==> src/design/pb_seq_defines.svh <==
/*
 constant definitions for the push button power sequencer: timing figures in their
 own units, derived cycle counts at the 50 MHz system clock.
 assumes a single clock of CLK_HZ and that every includer uses these names only.
*/
// Summary of operation
// - off debounce: 32ms plus extension, continuous low
// - debounce done: interrupt low, start shutdown timeout
// - shutdown timeout 128ms plus configurable extension
// - request low releases enable, cancels timeout
// - button release debounced 32ms after power-off
// - return to idle, enable released, await press
// - request low at blanking end aborts power-on
// - request low in normal run releases enable
// - button ignored 256ms after request release
// - enable polarity selectable, timing identical
// - request honoured only after 30us low
// - enable asserted after 128ms continuous press
// - request and button ignored during 512ms blanking
// - enable released from reset onward
`ifndef PB_SEQ_DEFINES_SVH
`define PB_SEQ_DEFINES_SVH

`define CLK_HZ             50000000
// timebase tick period
`define TICK_US            1000
`define TICK_CYCLES        ((`CLK_HZ / 1000000) * `TICK_US)
// times below are in ms, counted in timebase ticks of 1 ms
`define T_ON_DEBOUNCE_MS   128
`define T_OFF_DEBOUNCE_MS  32
`define T_RELEASE_MS       32
`define T_BLANK_MS         512
`define T_SHUTDOWN_MS      128
`define T_LOCKOUT_MS       256
// request glitch filter, in us, counted in clock cycles (rounded down)
`define T_REQ_FILTER_US    30
`define REQ_FILTER_CYCLES  ((`T_REQ_FILTER_US * (`CLK_HZ / 1000000) + 0) )
`define TIMER_W            16
`define EXT_W              12

`endif

==> src/design/pb_seq_pkg.sv <==
/*
 types shared by the push button power sequencer.
 assumes pb_seq_defines.svh supplies widths.
*/
`include "pb_seq_defines.svh"
package pb_seq_pkg;

   typedef enum logic [8:0] {
      IDLE     = 9'h001,
      ON_DB    = 9'h002,
      WAIT_REL = 9'h004,
      BLANK    = 9'h008,
      RUN      = 9'h010,
      OFF_DB   = 9'h020,
      SHUTDOWN = 9'h040,
      LOCKOUT  = 9'h080,
      REL_DB   = 9'h100
   } seq_state_t;

   // capacitor-set extensions as counts of 1 ms ticks
   typedef struct packed {
      logic [`EXT_W-1:0] off_debounce_extend;
      logic [`EXT_W-1:0] shutdown_timeout_extend;
   } seq_cfg_t;

   typedef struct packed {
      logic enable_out;
      logic enable_oe;
      logic interrupt_n;
   } seq_pins_t;

endpackage : pb_seq_pkg

==> src/design/pb_power_seq.sv <==
/*
 push button power sequencer: debounces an active-low button, drives an
 open-drain power enable of selectable polarity, interrupts the processor and
 honours its active-low shutdown request.
 assumes button_n and shutdown_req_n are synchronous to clk; the open-drain
 wires are resolved outside from enable_out/enable_oe and interrupt_n.
*/
`timescale 1ns/10ps
`include "pb_seq_defines.svh"
module pb_power_seq
   import pb_seq_pkg::*;
#(
   parameter bit ACTIVE_HIGH_EN = 1'b1,
   parameter int TICK_CYCLES    = `TICK_CYCLES,
   parameter int FILTER_CYCLES  = `REQ_FILTER_CYCLES
) (
   // clock and reset
   input  wire logic             clk,
   input  wire logic             rst_b,
   // push button and processor
   input  wire logic             button_n,
   input  wire logic             shutdown_req_n,
   // extensions
   input  wire pb_seq_pkg::seq_cfg_t cfg,
   // open-drain outputs
   output pb_seq_pkg::seq_pins_t pins,
   // status
   output logic                  powered
);
   import pb_seq_pkg::*;

   localparam int TW = $clog2(TICK_CYCLES + 1);

   // a one-cycle tick would leave the divider without a count to make
   if (TICK_CYCLES < 2) begin : g_tick_chk
      $error("pb_power_seq: TICK_CYCLES must be at least 2");
   end

   // ==========================================================
   // timebase
   logic [TW-1:0] div;
   logic [TW-1:0] next_div;
   logic          tick;
   logic          next_tick;

   always_comb begin
      next_tick = 1'b0;
      next_div  = div + TW'(1);
      if (div >= TW'(TICK_CYCLES - 1)) begin
         next_div  = '0;
         next_tick = 1'b1;
      end
   end

   always_ff @(posedge clk) begin
      if (!rst_b) begin
         div  <= '0;
         tick <= 1'b0;
      end else begin
         div  <= next_div;
         tick <= next_tick;
      end
   end

   // ==========================================================
   // request filter
   logic req_low;

   req_filter #(.CYCLES(FILTER_CYCLES)) u_req_filter (
      .clk     (clk),
      .rst_b   (rst_b),
      .req_n   (shutdown_req_n),
      .req_low (req_low)
   );

   // ==========================================================
   // sequencer
   seq_state_t          state;
   seq_state_t          next_state;
   logic [`TIMER_W-1:0] tmr;
   logic [`TIMER_W-1:0] next_tmr;
   logic                button_q;
   logic                next_powered;
   logic                next_int_n;
   logic                int_n;
   logic [`TIMER_W-1:0] off_limit;
   logic [`TIMER_W-1:0] shut_limit;

   assign off_limit  = `TIMER_W'(`T_OFF_DEBOUNCE_MS) +
                       `TIMER_W'(cfg.off_debounce_extend);
   assign shut_limit = `TIMER_W'(`T_SHUTDOWN_MS) +
                       `TIMER_W'(cfg.shutdown_timeout_extend);

   always_comb begin
      next_state   = state;
      next_tmr     = tmr;
      next_powered = powered;
      next_int_n   = int_n;
      if (tick) begin
         next_tmr = tmr + `TIMER_W'(1);
      end
      case (state)
         IDLE: begin
            next_tmr     = '0;
            next_powered = 1'b0;
            next_int_n   = 1'b1;
            if (!button_n && button_q) begin
               next_state = ON_DB;
            end
         end
         ON_DB: begin
            if (button_n) begin
               next_state = IDLE;
            end else if (tmr >= `TIMER_W'(`T_ON_DEBOUNCE_MS)) begin
               next_state   = BLANK;
               next_powered = 1'b1;
               next_tmr     = '0;
            end
         end
         BLANK: begin
            // request and button both ignored until the window closes
            if (tmr >= `TIMER_W'(`T_BLANK_MS)) begin
               next_tmr = '0;
               if (req_low) begin
                  next_state   = REL_DB;
                  next_powered = 1'b0;
               end else begin
                  next_state = WAIT_REL;
               end
            end
         end
         WAIT_REL: begin
            // still held from power-on: wait for a debounced release
            if (req_low) begin
               next_state   = LOCKOUT;
               next_powered = 1'b0;
               next_tmr     = '0;
            end else if (!button_n) begin
               next_tmr = '0;
            end else if (tmr >= `TIMER_W'(`T_RELEASE_MS)) begin
               next_state = RUN;
            end
         end
         RUN: begin
            next_tmr = '0;
            if (req_low) begin
               next_state   = LOCKOUT;
               next_powered = 1'b0;
            end else if (!button_n && button_q) begin
               next_state = OFF_DB;
            end
         end
         OFF_DB: begin
            if (req_low) begin
               next_state   = LOCKOUT;
               next_powered = 1'b0;
               next_tmr     = '0;
            end else if (button_n) begin
               next_state = RUN;
               next_tmr   = '0;
            end else if (tmr >= off_limit) begin
               next_state = SHUTDOWN;
               next_int_n = 1'b0;
               next_tmr   = '0;
            end
         end
         SHUTDOWN: begin
            if (req_low || tmr >= shut_limit) begin
               next_state   = REL_DB;
               next_powered = 1'b0;
               next_tmr     = '0;
            end
         end
         LOCKOUT: begin
            if (tmr >= `TIMER_W'(`T_LOCKOUT_MS)) begin
               next_state = REL_DB;
               next_tmr   = '0;
            end
         end
         REL_DB: begin
            next_int_n = 1'b1;
            if (!button_n) begin
               next_tmr = '0;
            end else if (tmr >= `TIMER_W'(`T_RELEASE_MS)) begin
               next_state = IDLE;
            end
         end
         default: begin
            next_state   = IDLE;
            next_powered = 1'b0;
            next_int_n   = 1'b1;
         end
      endcase
   end

   always_ff @(posedge clk) begin
      if (!rst_b) begin
         state    <= IDLE;
         tmr      <= '0;
         button_q <= 1'b1;
         powered  <= 1'b0;
         int_n    <= 1'b1;
      end else begin
         state    <= next_state;
         tmr      <= next_tmr;
         button_q <= button_n;
         powered  <= next_powered;
         int_n    <= next_int_n;
      end
   end

   // ==========================================================
   // pins: register the open-drain view
   seq_pins_t next_pins;

   always_comb begin
      next_pins.interrupt_n = next_int_n;
      // high variant pulls low when off; low variant pulls low when on
      next_pins.enable_oe   = ACTIVE_HIGH_EN ? ~next_powered : next_powered;
      next_pins.enable_out  = 1'b0;
   end

   always_ff @(posedge clk) begin
      if (!rst_b) begin
         pins.interrupt_n <= 1'b1;
         pins.enable_out  <= 1'b0;
         pins.enable_oe   <= ACTIVE_HIGH_EN;
      end else begin
         pins <= next_pins;
      end
   end
endmodule : pb_power_seq

==> src/design/req_filter.sv <==
/*
 glitch filter for the active-low shutdown request: the filtered level goes low
 only after the raw level has stayed low for CYCLES clocks; it rises at once.
 assumes the request is synchronous to clk.
*/
`timescale 1ns/10ps
`include "pb_seq_defines.svh"
module req_filter #(
   parameter int CYCLES = `REQ_FILTER_CYCLES
) (
   // clock and reset
   input  wire logic clk,
   input  wire logic rst_b,
   // request
   input  wire logic req_n,
   output logic      req_low
);
   localparam int W = $clog2(CYCLES + 1);
   logic [W-1:0] cnt;
   logic [W-1:0] next_cnt;
   logic         next_req_low;

   // refuse a filter length that could never pass a request
   if (CYCLES < 1) begin : g_cycles_chk
      $error("req_filter: CYCLES must be at least 1");
   end

   always_comb begin
      next_cnt     = cnt;
      next_req_low = req_low;
      if (req_n) begin
         next_cnt     = '0;
         next_req_low = 1'b0;
      end else if (cnt >= W'(CYCLES - 1)) begin
         next_req_low = 1'b1;
      end else begin
         next_cnt = cnt + W'(1);
      end
   end

   always_ff @(posedge clk) begin
      if (!rst_b) begin
         cnt     <= '0;
         req_low <= 1'b0;
      end else begin
         cnt     <= next_cnt;
         req_low <= next_req_low;
      end
   end
endmodule : req_filter

==> config.mk <==
export PLATFORM = sky130hd
export DESIGN_NAME = pb_power_seq
export DESIGN_NICKNAME = d
export VERILOG_FILES = /design/src/design/pb_seq_pkg.sv /design/src/design/pb_power_seq.sv /design/src/design/req_filter.sv
export VERILOG_INCLUDE_DIRS = /design/src /design/src/design
export SDC_FILE = /design/constraint.sdc
export NUM_CORES = 1
export LEC_CHECK = 0
export ABC_AREA = 1
export BUFFER_PORTS_ARGS = -buffer_cell sky130_fd_sc_hd__buf_4
export CELL_PAD_IN_SITES_DETAIL_PLACEMENT = 1
export CELL_PAD_IN_SITES_GLOBAL_PLACEMENT = 1
export CORE_MARGIN = 2
export CORE_UTILIZATION = 30
export CTS_CLUSTER_SIZE = 8
export DETAILED_ROUTE_END_ITERATION = 7
export PLACE_DENSITY = 0.7
export SETUP_SLACK_MARGIN = 0.1
export SYNTH_ARGS = -nofsm -noshare
export SYNTH_HDL_FRONTEND = slang
export SYNTH_SLANG_ARGS = --single-unit
==> constraint.sdc <==
create_clock -name clk -period 3.3 [get_ports clk]
set_input_delay 0.33 -clock clk [delete_from_list [all_inputs] [get_ports clk]]
set_output_delay 0.33 -clock clk [all_outputs]
set_load 0.05 [all_outputs]
Word-level counts from Yosys, hierarchy flattened
Cells that the tools add are included.
{ "totals": {"input_bits": 28, "register_bits": 59, "output_inout_bits": 4, "elab_cells": 97} }
{ "op_classes": {"n_reduce_logical": 10, "eq_ne": 20, "bitwise_logic": 2, "add_sub_neg": 5, "mux": 41, "n_lt_le_gt_ge": 8} }
{ "op_table": {"columns": ["op", "count"], "rows": [
  ["$mux 16", 11],
  ["$mux 9", 17],
  ["$pmux 16 s8", 1],
  ["$pmux 9 s9", 1],
  ["$add 16x1->16 const B", 2],
  ["$ge 16x13->1", 2],
  ["$ge 16x10->1 const B", 1],
  ["$ge 16x16->1 const B", 1],
  ["$ge 16x6->1 const B", 1],
  ["$ge 16x8->1 const B", 1],
  ["$ge 16x9->1 const B", 1],
  ["$add 6x12->13 const A", 1],
  ["$add 8x12->13 const A", 1],
  ["$ne 2x2->1 const B", 6],
  ["$add 11x1->11 const B", 1],
  ["$ge 11x11->1 const B", 1],
  ["$reduce_and 11->1", 1],
  ["$eq 9x1->1 const B", 1],
  ["$eq 9x2->1 const B", 1],
  ["$eq 9x3->1 const B", 1],
  ["$eq 9x4->1 const B", 1],
  ["$eq 9x5->1 const B", 1],
  ["$eq 9x6->1 const B", 1],
  ["$eq 9x7->1 const B", 1],
  ["15 further kinds", 29]
]} }

Logic depth before layout (Yosys ltp)
Gate-level depths: netlist of run 1.
{ "logic_depth": {"ltp_word": 6, "mapped_depth": 17, "depth_no_buf": 17} }

Hierarchy
A second synthesis of run 1 with hierarchy kept.
{ "unflattened": {"cells_unflattened": 627, "hier_area_um2": 4121.5} }
{ "by_module_without_submodules": {"columns": ["module", "seq_area_each_um2", "area_each_um2", "cells_each", "n_inst"], "rows": [
  ["pb_power_seq", 920.9, 3350.7, 508, 1],
  ["req_filter", 240.2, 770.7, 119, 1]
]} }

Worst setup path after synthesis of run 1
Ideal clock, no wire load.
{ "synth_timing": {"path_kind": "input to register", "from": "input cfg[17] in the netlist's numbering", "to": "register tmr[6]", "arrival_time_ns": 2.121, "setup_time_ns": 0.124, "path_stages": 15, "slack_ns": 1.055, "t_required_ns": 3.176, "path_buffers": 1, "cell_sequence": "ha_1 nand3_1 nor2_1 nand2_1 xnor2_1 inv_1 ha_1 nand2_1 o21ai_0 a21oi_2 nand3_4 nand4_4 nor2_8 buf_12 nor2_4"} }
{ "synth_via": {"elab_chain_len": 6} }
{ "synth_rtl": {"columns": ["item", "line_no", "source"], "rows": [
  ["from (decl)", "pb_power_seq.sv:24", "input wire pb_seq_pkg::seq_cfg_t cfg,"],
  ["$add 6x12->13 (no source line)", null, null],
  ["$ge 16x13->1", "pb_power_seq.sv:161", "end else if (tmr >= off_limit) begin"],
  ["$mux 16", "pb_power_seq.sv:161", null],
  ["$mux 16", "pb_power_seq.sv:158", "end else if (button_n) begin"],
  ["$mux 16", "pb_power_seq.sv:154", "if (req_low) begin"],
  ["$pmux 16 s8", "pb_power_seq.sv:102", "case (state)"],
  ["to (signal assigned)", "pb_power_seq.sv:205", "tmr <= next_tmr;"],
  ["to (decl)", "pb_power_seq.sv:80", "logic [`TIMER_W-1:0] tmr;"]
]} }
Every way passes these cells.
A chain may end at the register's enable or synchronous reset.

Final worst setup path of run 1
{ "layout_timing": {"from": "input cfg[17] in the netlist's numbering", "to": "register tmr[3]"} }
Same word-level chain as after synthesis.

==> results of run 1 <==
==> metal layers <==
metal / routed length, um / up-vias / part of all wire
li1: - / 1990 / -
met3: 322 / 15 / 0.031
met4: 220 / 0 / 0.021
met2: 5280 / 47 / 0.50
met1: 4740 / 1840 / 0.45
met5: 0 / - / 0
==> state kept, by name, summed over array words and instances (netlist names) <==
name and cells:
u_req_filter.req_low 1, tick 1, pins 2, state 9, u_req_filter.cnt 11, tmr 16, button_q 1, div 16
powered 1
==> where the power goes <==
part	switching (uW)	leakage, uW	internal, uW
Combinational	527	0.00166	223
Clock	321	0.000152	640
Sequential	31.1	0.000470	732
==> worst min path at each step <==
stage / start / to / slack (ns) / depth (start not counted)
after floorplan: div[0] / div[0] / 0.42 / 1
after global placement: div[0] / div[0] / 0.43 / 1
after detailed placement: u_req_filter.cnt[8] / u_req_filter.cnt[8] / 0.45 / 2
after CTS: shutdown_req_n / u_req_filter.cnt[8] / 0.32 / 4
after global routing: shutdown_req_n / u_req_filter.cnt[8] / 0.36 / 4
final: shutdown_req_n / u_req_filter.cnt[8] / 0.32 / 4
==> metrics by stage <==
stage          power [uW]  cells  utilization  hold slack [ns]
2_1_floorplan        1400    601            -            0.418
3_3_place_gp         1510    803        0.332            0.433
3_5_place_dp         1530    803        0.332            0.455
4_1_cts              2510    818        0.354            0.321
5_1_grt              2610    818        0.354            0.360
6_report             2470    818        0.354            0.316
==> cell usage after synthesis (2+ instances only) <==
| master | number | area, um^2 |
|---|---|---|
| nand2_1 | 133 | 499 |
| inv_1 | 85 | 319 |
| nor2_1 | 80 | 300 |
| dfxtp_1 | 58 | 1160 |
| nand3_1 | 41 | 205 |
| ha_1 | 32 | 400 |
| a21oi_1 | 29 | 145 |
| nor2_4 | 16 | 180 |
| nor3_1 | 16 | 80.1 |
| o21ai_0 | 14 | 70.1 |
| xor2_1 | 12 | 105 |
| nand2_2 | 9 | 56.3 |
| nor2_2 | 7 | 43.8 |
| nand4_1 | 6 | 37.5 |
| xnor2_1 | 6 | 52.6 |
| nand3_2 | 4 | 40.0 |
| nor3b_1 | 4 | 30.0 |
| o21bai_1 | 4 | 30.0 |
| clkbuf_1 | 3 | 11.3 |
| nor3_2 | 3 | 30.0 |
| or2_2 | 3 | 18.8 |
| a31oi_1 | 2 | 12.5 |
| and3_1 | 2 | 12.5 |
| buf_2 | 2 | 10.0 |
| buf_4 | 2 | 15.0 |
| nand2_4 | 2 | 22.5 |
| nand3b_1 | 2 | 15.0 |
| nor2_8 | 2 | 40.0 |
| nor4_1 | 2 | 12.5 |
==> cell type report <==
class                           count  share of cell area
Clock buffer                       13              0.0556
Clock inverter                      2             0.00721
Inverter                           87              0.0674
Multi-Input combinational cell    448               0.538
Sequential cell                    58               0.239
Tap cell                          180              0.0463
Timing Repair Buffer               30              0.0463
==> logic make-up (layout without fill, tap and decap cells) <==
| family | count (synthesis) | in the layout | share of synthesized area |
|---|---|---|---|
| AND/OR/NAND/NOR | 340 | 340 | 0.417 |
| buffers and inverters | 95 | 132 | 0.0923 |
| flip-flops | 58 | 58 | 0.279 |
| AO/OA/AOI/OAI | 57 | 57 | 0.0770 |
| adder cells (fa/ha/maj) | 32 | 32 | 0.0962 |
| XOR/XNOR | 18 | 18 | 0.0379 |
| other | 1 | 1 | 0.000901 |
==> worst max-delay path: stages <==
cell and delay, ns:
buf_4 0.10, ha_1 0.18, nand3_1 0.13, nor2_1 0.12
nand2_1 0.07, xnor2_1 0.13, inv_1 0.06, ha_1 0.31
nand3_1 0.09, nor3_1 0.19, nand2_1 0.14, nand3_4 0.12
nand4_4 0.13, nor2_8 0.40, nor2_1 0.08
==> run metrics, run 1 <==
status=finished, final reports clean; Core Area=0.0137 mm^2; htree depth=3; met2 Usage GRT=0.279; CP Data Required Time=3.50 ns; first-pass GRT wire length=18400 um; clock skew=0.00817 ns; internal reg-to-reg setup slack=1.08 ns; total CTS buffers=9; number of global-route vias before repair=4069; Slew Viols, Final=0; Syn Nets=661; Tcrit/Tclk final=0.724; Synth async-reset ratio=0; CTS clk-pin slew, worst paths=0.05 ns; Clk Latency, worst-skew pair=0.33 ns; CP startpoint=cfg[17]; Layout Area Growth over Synthesis=16.8%; commonest non-fill, non-tap cells in the layout=133 x nand2_1, 85 x inv_1, 80 x nor2_1; maximum clock frequency=0.419 GHz; R2R Path Start=tmr[0]; Routed WL per cell=12.9 um; Worst Slack Setup Final=0.912 ns; maximum vdd drop=0.000208 V; Initial Util=0.303; TritonCTS Sinks=58; FF+latch area=0.00116 mm^2; Mapped Cells=601; synth warn=0; worst slack, placed=0.507 ns; Post-CTS Setup Repair Bufs=0; Max FO, Critical Path=16; drt pass-1 iters=4; largest net degree at the start of global routing=26; final instance area=0.00486 mm^2; gp weighted congestion=0.883; Mapped Area=0.00416 mm^2; total number of vias=3892; Top FF cell, synth=dfxtp_1; Worst Tran Pin Value=0.569 ns; Synth cell types=49; crit path launch type=primary input; Post-synth EDFFs=0; post-route DRC violation count=0; Ant. Diodes=0; Slew headroom=0.617; area of the multi-input gates=0.00262 mm^2; crit path capture type=flop; fin nets=694; Fillers=1739; commonest non-fill, non-tap cell in the layout=nand2_1; clock root buffer=clkbuf_16; register bit total from synthesis=58; pwr dens=509 mW/mm^2; post-cts sizing count=0; DP Area=0.00456 mm^2; Syn Area/Cell=6.93 um^2; ANT nets after route=0; RSZ-0062 raised after global routing=false; total routed wirelength=10600 um; # port buffers=30; Setup TNS Final=0 ns; CTS tree=built; Post-CTS Hold Fix Bufs=0; Die Span Y=122 um; M3 GR Usage=0.0206; critical path capture point=tmr[3]; die area=0.0148 mm^2; initial DRC count=140; sequential area share after synthesis=0.279; Hold Vio Cnt, Final=0; setup violators final=0; reg2reg end=tmr[3]; initial antenna violation count=0; FP Rows=43; busiest grt layer=met2; IO Pins=32; crit path kind=in -> reg; GRT overflow=0; Vias/cell=4.76; max-cap viol count=0; Crit path arrival time=2.59 ns; die width=122 um; r2r worst-path depth=15; Max clock buf depth=2; HP Class=in -> reg; Tmin final=2.39 ns; Pleak=0.00228 uW; share of layout cells above drive strength 1=0.157; met1 GRT Util=0.182; gr usage total=0.154; Final HPWL DP=8390 um
(Power assumes the default switching activity.)
==> run 2: changes to the inputs <==
Settings changed: PLACE_DENSITY 0.7 to 0.72.
Clock period 3.3 ns to 2 ns, I/O delays scaled along.
==> run 2 against run 1 <==
Final cell count up 6.2%. Clock-buffer cell count down 1. Highest routed layer unchanged. Largest cell class unchanged. Critical path depth stayed put. Routed wire length up 15%. Non-clock buffer count grew 49. Clock skew shrank 0.0017 ns. Largest power group is now combinational cells. First-iteration DRC count is 2.9% lower. Sequential power rose by 65%. Via count up 7.6%.
==> run metrics, run 2 (synthesis results as in run 1) <==
GRT overflow=0 (unchanged); CP Data Required Time=2.22 ns (-1.28 ns); TritonCTS Sinks=58 (unchanged); commonest non-fill, non-tap cells in the layout=120 x nand2_1, 82 x inv_1, 67 x buf_4; Slew headroom=0.636 (+0.0190); # port buffers=30 (unchanged); total number of vias=4188 (+7.6%); top flop regs=div: 16 flops, tmr: 16 flops, u_req_filter.cnt: 11 flops; Max clock buf depth=2 (unchanged); Final HPWL DP=8880 um (+5.9%); gp weighted congestion=0.831 (-5.9%); Tcrit/Tclk final=0.990; crit path capture type=flop; clock root buffer=clkbuf_16; setup violators final=0 (unchanged); FP Rows=43 (unchanged); Tmin final=1.98 ns; Max FO, Critical Path=5 (-11); number of global-route vias before repair=4501 (+11%); Clk network pwr share=0.332 (-0.056); CTS tree=built; initial antenna violation count=0 (unchanged); Clk Latency, worst-skew pair=0.33 ns (about the same); Initial Util=0.303 (unchanged); switching share of power=0.360 (+0.00440); commonest non-fill, non-tap cell in the layout=nand2_1; total routed wirelength=12100 um (+15%); total CTS buffers=9 (unchanged); Die Span Y=122 um (unchanged); Core Area=0.0137 mm^2 (unchanged); maximum clock frequency=0.505 GHz; ANT nets after route=0 (unchanged); maximum vdd drop=0.000529 V (+150%); Crit path arrival time=2.20 ns (-0.39 ns); Routed WL per cell=14.0 um (+8.2%); Fillers=1749 (+0.58%); Layout Area Growth over Synthesis=36.3%; Hold Vio Cnt, Final=0 (unchanged); htree depth=3 (unchanged); Vias/cell=4.82 (+1.3%); post-route DRC violation count=0 (unchanged); Ant. Diodes=0 (unchanged); gr usage total=0.166 (+0.0124); status=finished, final reports clean; fin nets=744 (+7.2%); initial DRC count=136 (-2.9%); die area=0.0148 mm^2 (unchanged); largest net degree at the start of global routing=26 (unchanged); Pleak=0.00262 uW (+15%); Post-CTS Hold Fix Bufs=0 (unchanged); first-pass GRT wire length=19900 um (+8.4%); Sequential Power Share=0.265 (-0.043); IO Pins=32 (unchanged); crit path launch type=primary input; Slew Viols, Final=0 (unchanged); Psw=1710 uW (+94%); Pint=3040 uW (+90%); die width=122 um (unchanged); RSZ-0062 raised after global routing=true; HP Class=in -> reg; Worst Tran Pin Value=0.541 ns (-0.0284 ns); max-cap viol count=0 (unchanged); crit path kind=in -> reg; Setup TNS Final=0 ns (unchanged); pwr dens=836 mW/mm^2 (+64%); Comb pwr share=0.403 (+0.100); fin util=0.414 (+0.0593); drt pass-1 iters=4 (unchanged); CTS clk-pin slew, worst paths=0.05 ns (about the same); clock skew=0.00642 ns (-0.00174 ns); final instance area=0.00568 mm^2 (+17%); DP Area=0.00488 mm^2 (+7.0%); share of layout cells above drive strength 1=0.319 (+0.163)
[run 2: cell types whose count changed in the layout (fill, tap and decap cells not counted), sizes merged]
cell      previous run  this run
nand3               46        47
clkbuf              13        12
clkinvlp             0         2
buf                 30        79
[run 2: metal layers]
layer,global-route usage,share of wire
met3,0.0257,0.035
met5,0,0
met2,0.315,0.53
met4,0.0460,0.013
met1,0.191,0.42
[run 2: final timing paths]
check                start        to  slack (ns)  cells after the start
setup reg to reg    tmr[2]    tmr[9]        0.02                     16
setup / recovery   cfg[19]    tmr[9]        0.02                     15
hold reg to reg     div[0]    div[0]        0.41                      1
hold / removal    button_n  button_q        0.22                      3
[run 2: stage by stage]
step | total power [uW] | instances | setup WS (ns) | hold WS (ns)
after floorplan | 2340 | 601 | -0.0631 | 0.368
after global placement | 2770 | 837 | -0.257 | 0.428
after detailed placement | 2830 | 837 | -0.339 | 0.439
after CTS | 4730 | 865 | 0.0568 | 0.201
after global routing | 4960 | 869 | -0.123 | 0.241
final | 4740 | 869 | 0.0205 | 0.217
[run 2: critical path, cell delays in order]
cell     delay [ns]
buf_4          0.11
nand3_2        0.09
nor3b_2        0.19
buf_4          0.14
nand3_1        0.10
ha_4           0.29
nand2_1        0.06
nor3_2         0.21
nand2_2        0.10
nand3_4        0.12
nand4_4        0.11
nor2_8         0.19
buf_6          0.12
buf_12         0.11
nor2_4         0.03
[run 2: final cells by class]
cell class	instances	area, um^2	share of cell area
Multi-Input combinational cell	449	2960	0.522
Sequential cell	58	1180	0.207
Timing Repair Buffer	79	672	0.118
Inverter	87	334	0.0589
Clock buffer	12	256	0.0452
Tap cell	180	225	0.0397
Clock inverter	4	50.0	0.00882
[run 2: power by group through the flow]
stage | clock [uW] | sequential, uW | combinational [uW]
floorplan | 0 | 1270 | 1070
global placement | 0 | 1280 | 1490
detailed placement | 0 | 1280 | 1550
CTS | 1610 | 1260 | 1860
global route | 1650 | 1260 | 2050
finish | 1570 | 1260 | 1910
[run 2: what timing repair did]
item,4_1_cts,5_1_grt
endpoints found under the hold margin,0,0
setup endpoints to repair,26,42
pin swaps,30,15
gates resized for setup,53,40
buffers inserted,11,4
cloned,1,1
